==> src/shared/uvp_pkg.sv <==
// shared constants and types for the eprom programmer
package uvp_pkg;
   // geometry
   localparam int ADDR_W = 17;
   localparam int DATA_W = 8;
   localparam logic [16:0] LAST_ADDR = 17'h1_FFFF;
   localparam logic [7:0] ERASED_BYTE = 8'h00_FF;
   // clock and times
   localparam int CLK_HZ = 25_000_000;
   localparam int SETUP_US = 2;
   localparam int FAST_PW_US = 100;
   localparam int INTER_PW_US = 1000;
   localparam int OVER_PW_US = 2000;
   localparam int READ_NS = 400;
   localparam int SETUP_CYC = (SETUP_US * (CLK_HZ / 1_000_000));
   localparam int FAST_PW_CYC = (FAST_PW_US * (CLK_HZ / 1_000_000));
   localparam int INTER_PW_CYC = (INTER_PW_US * (CLK_HZ / 1_000_000));
   localparam int OVER_PW_CYC = (OVER_PW_US * (CLK_HZ / 1_000_000));
   localparam int READ_CYC = (READ_NS * (CLK_HZ / 1_000_000) + 999) / 1000;
   // pulse limits
   localparam int FAST_MAX_PULSES = 25;
   localparam int INTER_MAX_PULSES = 25;
   // supply level selections for the external regulators
   typedef enum logic [1:0] {
      UVP_VCC_NORMAL = 2'b00,
      UVP_VCC_INTER  = 2'b01,
      UVP_VCC_FAST   = 2'b10
   } uvp_vcc_t;
   typedef enum logic [1:0] {
      UVP_VPP_NORMAL = 2'b00,
      UVP_VPP_PROG   = 2'b01,
      UVP_VPP_FAST   = 2'b10
   } uvp_vpp_t;
   // operations
   typedef enum logic [1:0] {
      UVP_OP_INTER = 2'b00,
      UVP_OP_FAST  = 2'b01,
      UVP_OP_IDENT = 2'b10,
      UVP_OP_READ  = 2'b11
   } uvp_op_t;
   // odd parity check over an identification byte
   function automatic logic odd_parity(input logic [7:0] b);
      odd_parity = ^b;
   endfunction
endpackage

==> src/hw/uvp_delay.sv <==
// cycle timer that counts down a loaded length and flags its end
module uvp_delay #(
   parameter int CNT_W = 17
) (
   // clock and reset
   input  wire logic             clk,
   input  wire logic             rst,
   // control
   input  wire logic             load,
   input  wire logic [CNT_W-1:0] length,
   // status
   output logic                  done
);
   logic [CNT_W-1:0] count;
   logic             busy;

   // countdown; done pulses on the last cycle
   always_ff @(posedge clk or posedge rst)
   begin
      if (rst)
      begin
         count <= '0;
         busy  <= 1'b0;
      end
      else if (load)
      begin
         count <= length;
         busy  <= 1'b1;
      end
      else if (busy)
      begin
         count <= count - 1'b1;
         busy  <= (count > 1);
      end
   end

   assign done = busy && (count <= 1);
endmodule

==> src/hw/uvp_programmer.sv <==
// pin-level programmer for a byte-wide uv-erasable prom
// Operation
// - program mode is raised supply, gate high, select and strobe low.
// - full data byte is driven in parallel while programming.
// - interactive: verify after each pulse, repeat until match or limit.
// - interactive pulse and verify runs with core supply elevated.
// - after interactive success one overprogram pulse is added.
// - interactive ends with full verify at normal core supply.
// - fast setup applies fast supply levels with strobe high first.
// - fast pulse is one 100 us low strobe after lines settle.
// - fast programming gives at most 25 pulses per address.
// - fast ends with full verify, both supplies normal.
// - select pulse with raised supply and low strobe programs one memory.
// - verify: gate and select low, strobe high, supply raised, byte lines released.
// - identify: high voltage on line nine, other lines low except zero.
// - memory drives data only with select and gate both low.
module uvp_programmer #(
   parameter int FAST_PW   = uvp_pkg::FAST_PW_CYC,
   parameter int INTER_PW  = uvp_pkg::INTER_PW_CYC,
   parameter int OVER_PW   = uvp_pkg::OVER_PW_CYC,
   parameter int SETUP     = uvp_pkg::SETUP_CYC,
   parameter logic [16:0] LAST = uvp_pkg::LAST_ADDR
) (
   // clock and reset
   input  wire logic        CLK,
   input  wire logic        RST,
   // command port
   input  wire logic        START,
   input  wire logic [1:0]  OP,
   input  wire logic [16:0] RD_ADDR,
   output logic            BUSY,
   output logic            DONE,
   output logic            FAIL,
   output logic [16:0]     FAIL_ADDR,
   output logic [7:0]      RD_DATA,
   output logic [7:0]      ID_MAKER,
   output logic [7:0]      ID_DEVICE,
   output logic            ID_PARITY_OK,
   // source of bytes to program, looked up by address
   output logic [16:0]     SRC_ADDR,
   input  wire logic [7:0]  SRC_DATA,
   // memory pins
   output logic [16:0]     WORD_ADDRESS_LINES,
   output logic            ID_HIGH_VOLTAGE,
   output logic            CHIP_SELECT_N,
   output logic            OUTPUT_GATE_N,
   output logic            PROGRAM_STROBE_N,
   input  wire logic [7:0]  BYTE_LINES_IN,
   output logic [7:0]      BYTE_LINES_OUT,
   output logic            BYTE_LINES_OE,
   // supply selections
   output logic [1:0]      VCC_SEL,
   output logic [1:0]      VPP_SEL
);
   typedef enum logic [3:0] {
      S_IDLE   = 4'b0000,
      S_SETUP  = 4'b0001,
      S_PULSE  = 4'b0010,
      S_GAP    = 4'b0011,
      S_VERIFY = 4'b0100,
      S_CHECK  = 4'b0101,
      S_OVER   = 4'b0110,
      S_NEXT   = 4'b0111,
      S_FSET   = 4'b1000,
      S_FREAD  = 4'b1001,
      S_FCHECK = 4'b1010,
      S_READ   = 4'b1011,
      S_RCHECK = 4'b1100,
      S_END    = 4'b1101
   } uvp_state_t;

   uvp_state_t state;
   uvp_state_t next_state;
   logic [1:0]  op;
   logic [16:0] addr;
   logic [4:0]  pulses;
   logic        id_phase;
   logic [7:0]  sync1;
   logic [7:0]  sync2;
   logic        tload;
   logic [16:0] tlen;
   logic        tdone;
   logic        fast;
   logic        match;
   logic        last_addr;
   logic        limit;
   logic        final_pass;
   logic [4:0]  max_pulses;

   // byte lines pass two flip-flops before use
   always_ff @(posedge CLK or posedge RST)
   begin
      if (RST)
      begin
         sync1 <= '0;
         sync2 <= '0;
      end
      else
      begin
         sync1 <= BYTE_LINES_IN;
         sync2 <= sync1;
      end
   end

   uvp_delay #(
      .CNT_W(17)
   ) u_delay (
      .clk    (CLK),
      .rst    (RST),
      .load   (tload),
      .length (tlen),
      .done   (tdone)
   );

   // decode of the current situation
   assign fast       = (op == uvp_pkg::UVP_OP_FAST);
   assign max_pulses = fast ? 5'(uvp_pkg::FAST_MAX_PULSES) : 5'(uvp_pkg::INTER_MAX_PULSES);
   assign match      = (sync2 == SRC_DATA);
   assign last_addr  = (addr == LAST);
   assign limit      = (pulses >= max_pulses);
   assign SRC_ADDR   = addr;
   assign BUSY       = (state != S_IDLE);

   // next state and timer loads
   always_comb
   begin
      next_state = state;
      tload      = 1'b0;
      tlen       = 17'(SETUP);
      case (state)
         S_IDLE:
         begin
            if (START)
            begin
               tload      = 1'b1;
               next_state = (OP == uvp_pkg::UVP_OP_IDENT || OP == uvp_pkg::UVP_OP_READ) ? S_READ :
                            (OP == uvp_pkg::UVP_OP_FAST) ? S_FSET : S_SETUP;
            end
         end
         S_SETUP, S_FSET, S_GAP:
         begin
            if (tdone)
            begin
               tload      = 1'b1;
               tlen       = (state == S_GAP) ? 17'(uvp_pkg::READ_CYC) + 17'(SETUP) :
                            (fast ? 17'(FAST_PW) : 17'(INTER_PW));
               next_state = (state == S_GAP) ? S_VERIFY : S_PULSE;
            end
         end
         S_PULSE, S_OVER:
         begin
            if (tdone)
            begin
               tload      = 1'b1;
               next_state = (state == S_OVER) ? S_NEXT : S_GAP;
            end
         end
         S_VERIFY:
         begin
            if (tdone)
               next_state = S_CHECK;
         end
         S_CHECK:
         begin
            tload = 1'b1;
            if (match)
            begin
               if (!fast)
               begin
                  tlen       = 17'(OVER_PW);
                  next_state = S_OVER;
               end
               else
                  next_state = S_NEXT;
            end
            else if (limit)
               next_state = S_END;
            else
               next_state = fast ? S_FSET : S_SETUP;
         end
         S_NEXT:
         begin
            tload      = 1'b1;
            next_state = last_addr ? S_FREAD : (fast ? S_FSET : S_SETUP);
         end
         S_FREAD:
         begin
            if (tdone)
            begin
               tlen       = 17'(uvp_pkg::READ_CYC) + 17'(SETUP);
               tload      = 1'b1;
               next_state = S_FCHECK;
            end
         end
         S_FCHECK:
         begin
            if (tdone)
            begin
               tload      = 1'b1;
               tlen       = 17'(uvp_pkg::READ_CYC) + 17'(SETUP); // new address settles and syncs
               next_state = (!match || last_addr) ? S_END : S_FCHECK;
            end
         end
         S_READ:
         begin
            if (tdone)
            begin
               tload      = 1'b1;
               next_state = S_RCHECK;
            end
         end
         S_RCHECK:
         begin
            if (tdone)
            begin
               tload      = (op == uvp_pkg::UVP_OP_IDENT) && !id_phase;
               tlen       = 17'(uvp_pkg::READ_CYC) + 17'(SETUP); // device byte settles and syncs
               next_state = tload ? S_RCHECK : S_END;
            end
         end
         S_END:
            next_state = S_IDLE;
         default:
            next_state = S_IDLE;
      endcase
   end

   // state, address stepping and pulse counting
   always_ff @(posedge CLK or posedge RST)
   begin
      if (RST)
      begin
         state      <= S_IDLE;
         op         <= uvp_pkg::UVP_OP_INTER;
         addr       <= '0;
         pulses     <= '0;
         id_phase   <= 1'b0;
         final_pass <= 1'b0;
      end
      else
      begin
         state <= next_state;
         if (state == S_IDLE && START)
         begin
            op         <= OP;
            addr       <= (OP == uvp_pkg::UVP_OP_READ) ? RD_ADDR : '0;
            pulses     <= '0;
            id_phase   <= 1'b0;
            final_pass <= 1'b0;
         end
         // count each S_PULSE pulse for this address
         if (state == S_PULSE && tdone)
            pulses <= pulses + 5'd1;
         if (state == S_NEXT)
         begin
            pulses <= '0;
            addr   <= last_addr ? '0 : addr + 17'd1;
            final_pass <= last_addr;
         end
         if (state == S_FCHECK && tdone && match && !last_addr)
            addr <= addr + 17'd1;
         if (state == S_RCHECK && tdone)
            id_phase <= 1'b1;
      end
   end

   // results captured from the byte lines
   always_ff @(posedge CLK or posedge RST)
   begin
      if (RST)
      begin
         DONE         <= 1'b0;
         FAIL         <= 1'b0;
         FAIL_ADDR    <= '0;
         RD_DATA      <= uvp_pkg::ERASED_BYTE;
         ID_MAKER     <= '0;
         ID_DEVICE    <= '0;
         ID_PARITY_OK <= 1'b0;
      end
      else
      begin
         DONE <= (state == S_END);
         if (state == S_IDLE && START)
            FAIL <= 1'b0;
         if ((state == S_CHECK && !match && limit) || (state == S_FCHECK && tdone && !match))
         begin
            FAIL      <= 1'b1;
            FAIL_ADDR <= addr;
         end
         if (state == S_RCHECK && tdone)
         begin
            RD_DATA <= sync2;
            // line zero low gives maker byte, high gives device byte
            if (op == uvp_pkg::UVP_OP_IDENT && !id_phase)
               ID_MAKER <= sync2;
            if (op == uvp_pkg::UVP_OP_IDENT && id_phase)
            begin
               ID_DEVICE    <= sync2;
               // both bytes must be odd parity
               ID_PARITY_OK <= uvp_pkg::odd_parity(ID_MAKER) && uvp_pkg::odd_parity(sync2);
            end
         end
      end
   end

   // pin drive per state
   always_ff @(posedge CLK or posedge RST)
   begin
      if (RST)
      begin
         WORD_ADDRESS_LINES <= '0;
         ID_HIGH_VOLTAGE    <= 1'b0;
         CHIP_SELECT_N      <= 1'b1;
         OUTPUT_GATE_N      <= 1'b1;
         PROGRAM_STROBE_N   <= 1'b1;
         BYTE_LINES_OUT     <= '0;
         BYTE_LINES_OE      <= 1'b0;
         VCC_SEL            <= uvp_pkg::UVP_VCC_NORMAL;
         VPP_SEL            <= uvp_pkg::UVP_VPP_NORMAL;
      end
      else
      begin
         // identify holds lines low except zero, high voltage on nine
         WORD_ADDRESS_LINES <= (op == uvp_pkg::UVP_OP_IDENT) ? {16'h0000, id_phase} : addr;
         // high voltage only once the new op has put the id address out
         ID_HIGH_VOLTAGE    <= (op == uvp_pkg::UVP_OP_IDENT) && (state == S_READ || state == S_RCHECK) &&
                               (next_state == S_READ || next_state == S_RCHECK);
         // byte driven in parallel only while writing
         BYTE_LINES_OUT     <= SRC_DATA;
         BYTE_LINES_OE      <= (next_state == S_SETUP || next_state == S_FSET || next_state == S_PULSE ||
                                next_state == S_OVER);
         // select low, gate high, strobe low during pulses
         // select stays low through each address's write, released for the S_NEXT step
         CHIP_SELECT_N      <= (next_state == S_IDLE || next_state == S_END || next_state == S_NEXT);
         // verify with gate low, strobe high
         // gate low only when reading back
         OUTPUT_GATE_N      <= !(next_state == S_VERIFY || next_state == S_CHECK || next_state == S_FCHECK ||
                                 next_state == S_READ || next_state == S_RCHECK);
         // single low strobe for the timed pulse
         PROGRAM_STROBE_N   <= !(next_state == S_PULSE || next_state == S_OVER);
         // elevated core supply while pulsing interactively
         // fast levels applied from setup on
         if (next_state == S_FREAD || next_state == S_FCHECK || next_state == S_IDLE ||
             next_state == S_READ || next_state == S_RCHECK || next_state == S_END)
         begin
            VCC_SEL <= uvp_pkg::UVP_VCC_NORMAL;
            VPP_SEL <= uvp_pkg::UVP_VPP_NORMAL;
         end
         else
         begin
            VCC_SEL <= fast ? uvp_pkg::UVP_VCC_FAST : uvp_pkg::UVP_VCC_INTER;
            VPP_SEL <= fast ? uvp_pkg::UVP_VPP_FAST : uvp_pkg::UVP_VPP_PROG;
         end
      end
   end
endmodule

==> config.mk <==
export PLATFORM = sky130hd
export DESIGN_NAME = uvp_programmer
export DESIGN_NICKNAME = d
export VERILOG_FILES = /design/src/shared/uvp_pkg.sv /design/src/hw/uvp_delay.sv /design/src/hw/uvp_programmer.sv
export SDC_FILE = /design/constraint.sdc
export NUM_CORES = 1
export LEC_CHECK = 0
export BUFFER_PORTS_ARGS = -buffer_cell sky130_fd_sc_hd__buf_2
export CAP_MARGIN = 20
export CORE_MARGIN = 1
export CORE_UTILIZATION = 61
export CTS_BUF_LIST = sky130_fd_sc_hd__clkbuf_2 sky130_fd_sc_hd__clkbuf_4 sky130_fd_sc_hd__clkbuf_8
export CTS_CLUSTER_DIAMETER = 100
export DETAILED_ROUTE_END_ITERATION = 8
export GPL_TIMING_DRIVEN = 0
export PLACE_DENSITY = 0.84
export SLEW_MARGIN = 25
export SYNTH_ARGS = -nofsm -noshare
export SYNTH_HDL_FRONTEND = slang
export SYNTH_SLANG_ARGS = --single-unit
==> constraint.sdc <==
create_clock -name CLK -period 8.15 [get_ports CLK]
set_input_delay 1.63 -clock CLK [delete_from_list [all_inputs] [get_ports CLK]]
set_output_delay 1.63 -clock CLK [all_outputs]
set_load 0.02 [all_outputs]
==> results by group <==
Yosys
  • Post-synth top area share: 49.34%
  • Yosys cell types: 65
  • Synthesized flop and latch total: 139
  • Synthesized Nets: 664
  • Synth Area in XOR/XNOR: 4.452%
  • Largest area contributor in the netlist: dfrtp_1
  • Post-Synthesis Cells: 620
  • Top cells by area, synth: dfrtp_1, mux2_2, dfstp_2
  • Simple-gate area share of the yosys netlist: 16.19%
  • Avg Inst Size Synth: 10.47 µm²
  • Post-Syn Area: 6492 µm²
  • Top_reg_cell synth: dfrtp_1
  • Synth Area in Compound Gates: 14.90%
  • Post-synth ARST share: 100.0%
  • Largest family of logic cells by synthesized area: simple AND/OR/NAND/NOR gates
  • Post-Synth Adder-Cell Area: 1.156%
  • Post-synthesis sequential area ratio: 53.79%
  • Synth warn: 0
  • EDFF count, synth: 0
  • Mux contribution to synthesized area: 5.704%

STA
  • Slew Limit Fails: 0
  • Clock Skew: 13.89 ps
  • Fin crit period: 3885 ps
  • Fin crit share: 47.67%
  • RSZ-0062 raised after global routing: no
  • Relative slew slack: 46.91%
  • Final Hold Fails: 0
  • Setup TNS Final: 0 ps
  • Endpoints failing setup: 0
  • F_max: 0.2574 GHz
  • Tightest Pin Transition: 789.7 ps

Finish
  • Nets: 817
  • # fillers: 709
  • Commonest non-fill, non-tap cell in the layout: buf_2
  • Area of the multi-input gates: 2764 µm²
  • Commonest non-fill, non-tap cells in the layout: buf_2, dfrtp_1, nand2_1
  • Reg area: 3492 µm²
  • Diodes inserted: 0
  • Area added between synthesis and finish: 19.41%
  • Share of layout cells above drive strength 1: 30.15%

Detailed routing
  • Post-route DRC: 0
  • Wire per inst: 18.19 µm
  • WL final: 16780 µm
  • Number of vias per cell: 5.910
  • DR vias: 5449
  • Post-DRT Antenna Nets: 0
  • DRT Pass-1 Iters: 7
  • Drt initial violations: 360

Floorplanning
  • Die area: 11060 µm²
  • Core Region: 10320 µm²
  • Row count: 37
  • I/O pin cnt: 134
  • DIE HEIGHT: 105.2 µm
  • Die Width: 105.2 µm
  • Effective utilization at floorplan: 62.89%

Clocking
  • Clock root buffer master: clkbuf_8
  • Hold bufs inserted after CTS: 0
  • H-tree Lvls: 4
  • TritonCTS clock tree: yes
  • Clock sinks: 139
  • Post-CTS sizing: 0
  • TritonCTS Buffers: 17
  • Post-CTS Setup Bufs: 0
  • Clock slew at the register clock pins of the worst setup and hold paths: 80 ps
  • Max clock buf depth: 2
  • Worst-Skew Late Latency: 460 ps

Power
  • Sw frac: 25.14%
  • Sw power: 0.3232 mW
  • Leak Pwr: 3.796 nW
  • Max IR drop VDD: 155.6 µV
  • Comb power frac: 3.3%
  • Power share of the clock group: 42.2%
  • PD cells: 165.9 nW/µm²
  • Cell Int Power: 0.9626 mW
  • Final Power: 1.286 mW
  • Sequential cell fraction of total power: 54.5%

Placement
  • Routability cong.: 0.8976
  • IO Port Bufs: 133
  • Dpl hpwl: 11660 µm

Global routing
  • Vias in the first global route: 5502
  • Initial antenna violation count: 0
  • Largest net degree at the start of global routing: 78
  • First-pass GRT wire length: 27380 µm
  • Total Routing Usage GR: 32.50%
  • Grt total ovfl: 0

Worst setup path
  • Critical Path Max Stage Delay: 580 ps
  • Reg2Reg Setup Slack: 4360 ps
  • Critical path class: in2reg
  • CP required: 8490 ps
  • Max stage delay cell, worst path: nor4_1
  • Worst Path Arrival: 4230 ps
  • Crit Path Max Fanout: 9
  • Crit end category: flop
  • Startpoint types: input port
  • Crit path cell chain: buf_2, xor2_1, nor4_1, nand2_1, o21a_1, and2_1, clkbuf_1, nor2b_1, nand2_1, o311ai_1
  • Crit path top cell by count: nand2_1
  • Delay-heaviest family, CP: simple AND/OR/NAND/NOR gates
  • Buf/Inv on CP: 2

Flow run
  • Max-cap violations: 0

Status
  • Status: complete, no violations

Min path
  • Worst min-delay path category: reg2reg
==> power by group through the flow <==
stage               sequential (mW)  clock [mW]  combinational [mW]
finish                        0.700       0.543              0.0425
global route                  0.701       0.574              0.0473
CTS                           0.700       0.548              0.0433
detailed placement            0.714           0              0.0432
global placement              0.713           0              0.0396
floorplan                     0.715           0              0.0207
==> final timing paths <==
kind | startpoint | end | cells after the start
worst max-delay path | SRC_DATA[6] | SRC_ADDR[14]$_DFFE_PP0P_ | 10
worst min-delay path | sync1[0]$_DFF_PP0_ | sync2[0]$_DFF_PP0_ | 0
worst max register to register | SRC_ADDR[1]$_DFFE_PP0P_ | SRC_ADDR[5]$_DFFE_PP0P_ | 15
worst min register to register | sync1[0]$_DFF_PP0_ | sync2[0]$_DFF_PP0_ | 0
max in group asynchronous | RST | u_delay.count[4]$_DFFE_PP0P_ | 3
min in group asynchronous | RST | ID_DEVICE[2]$_DFFE_PP0P_ | 2
==> kinds of logic after synthesis <==
family | count (synthesis)
compound gates | 143
xor+xnor | 33
fa+ha+maj | 6
buf+inv | 55
flops | 139
mux | 33
simple gates | 211
==> layout make-up <==
type | count | share of cell area, %
Timing Repair Buffer | 134 | 8.941
Multi-Input combinational cell | 426 | 35.65
Clock inverter | 14 | 1.759
Buffer | 31 | 2.001
Sequential cell | 139 | 45.05
Clock buffer | 18 | 3.115
Tap cell | 136 | 2.195
Inverter | 24 | 1.291
==> Yosys cell counts (5+ instances only) <==
| cell type | instances |
|---|---|
| dfrtp_1 | 128 |
| dfstp_2 | 11 |
| o21ai_1 | 5 |
| buf_4 | 5 |
| and3_1 | 5 |
| o21ai_0 | 49 |
| nor3_1 | 13 |
| inv_1 | 21 |
| a31oi_1 | 6 |
| nand4_1 | 5 |
| nand2b_1 | 7 |
| nand2_1 | 67 |
| xnor2_1 | 17 |
| nor4_1 | 6 |
| nor2b_1 | 7 |
| xor2_1 | 16 |
| mux2_2 | 29 |
| o311ai_1 | 5 |
| o22ai_1 | 5 |
| nand3_1 | 22 |
| a21oi_1 | 28 |
| ha_1 | 6 |
| nor2_1 | 50 |
| and2_1 | 12 |
| clkbuf_1 | 19 |
| a32oi_1 | 5 |
==> layer usage <==
metal  global-route usage (%)  wire length (µm)
met1                    41.53              6836
met3                    9.919              1224
met2                    51.28              8269
met5                        0                 0
met4                    14.49               445
==> metrics by stage <==
stage	worst slack (ps)	std cells	util (%)	hold slack, ps	instance area, µm²
floorplan	2814	620	-	331.2	6492
global placement	1541	889	70.99	331.9	7328
detailed placement	3873	890	71.39	334.7	7370
CTS	4353	922	75.05	351.7	7747
global route	4029	922	75.09	355.9	7752
finish	4265	922	75.09	346.6	7752
==> state kept, by name (all words and copies together), names as in the netlist, 4 cells and up <==
register,flops
u_delay.count,17
sync1,8
pulses,5
RD_DATA,8
FAIL_ADDR,17
ID_MAKER,8
SRC_ADDR,17
BYTE_LINES_OUT,8
WORD_ADDRESS_LINES,17
state,4
ID_DEVICE,8
sync2,8
(Power assumes the default switching activity.)
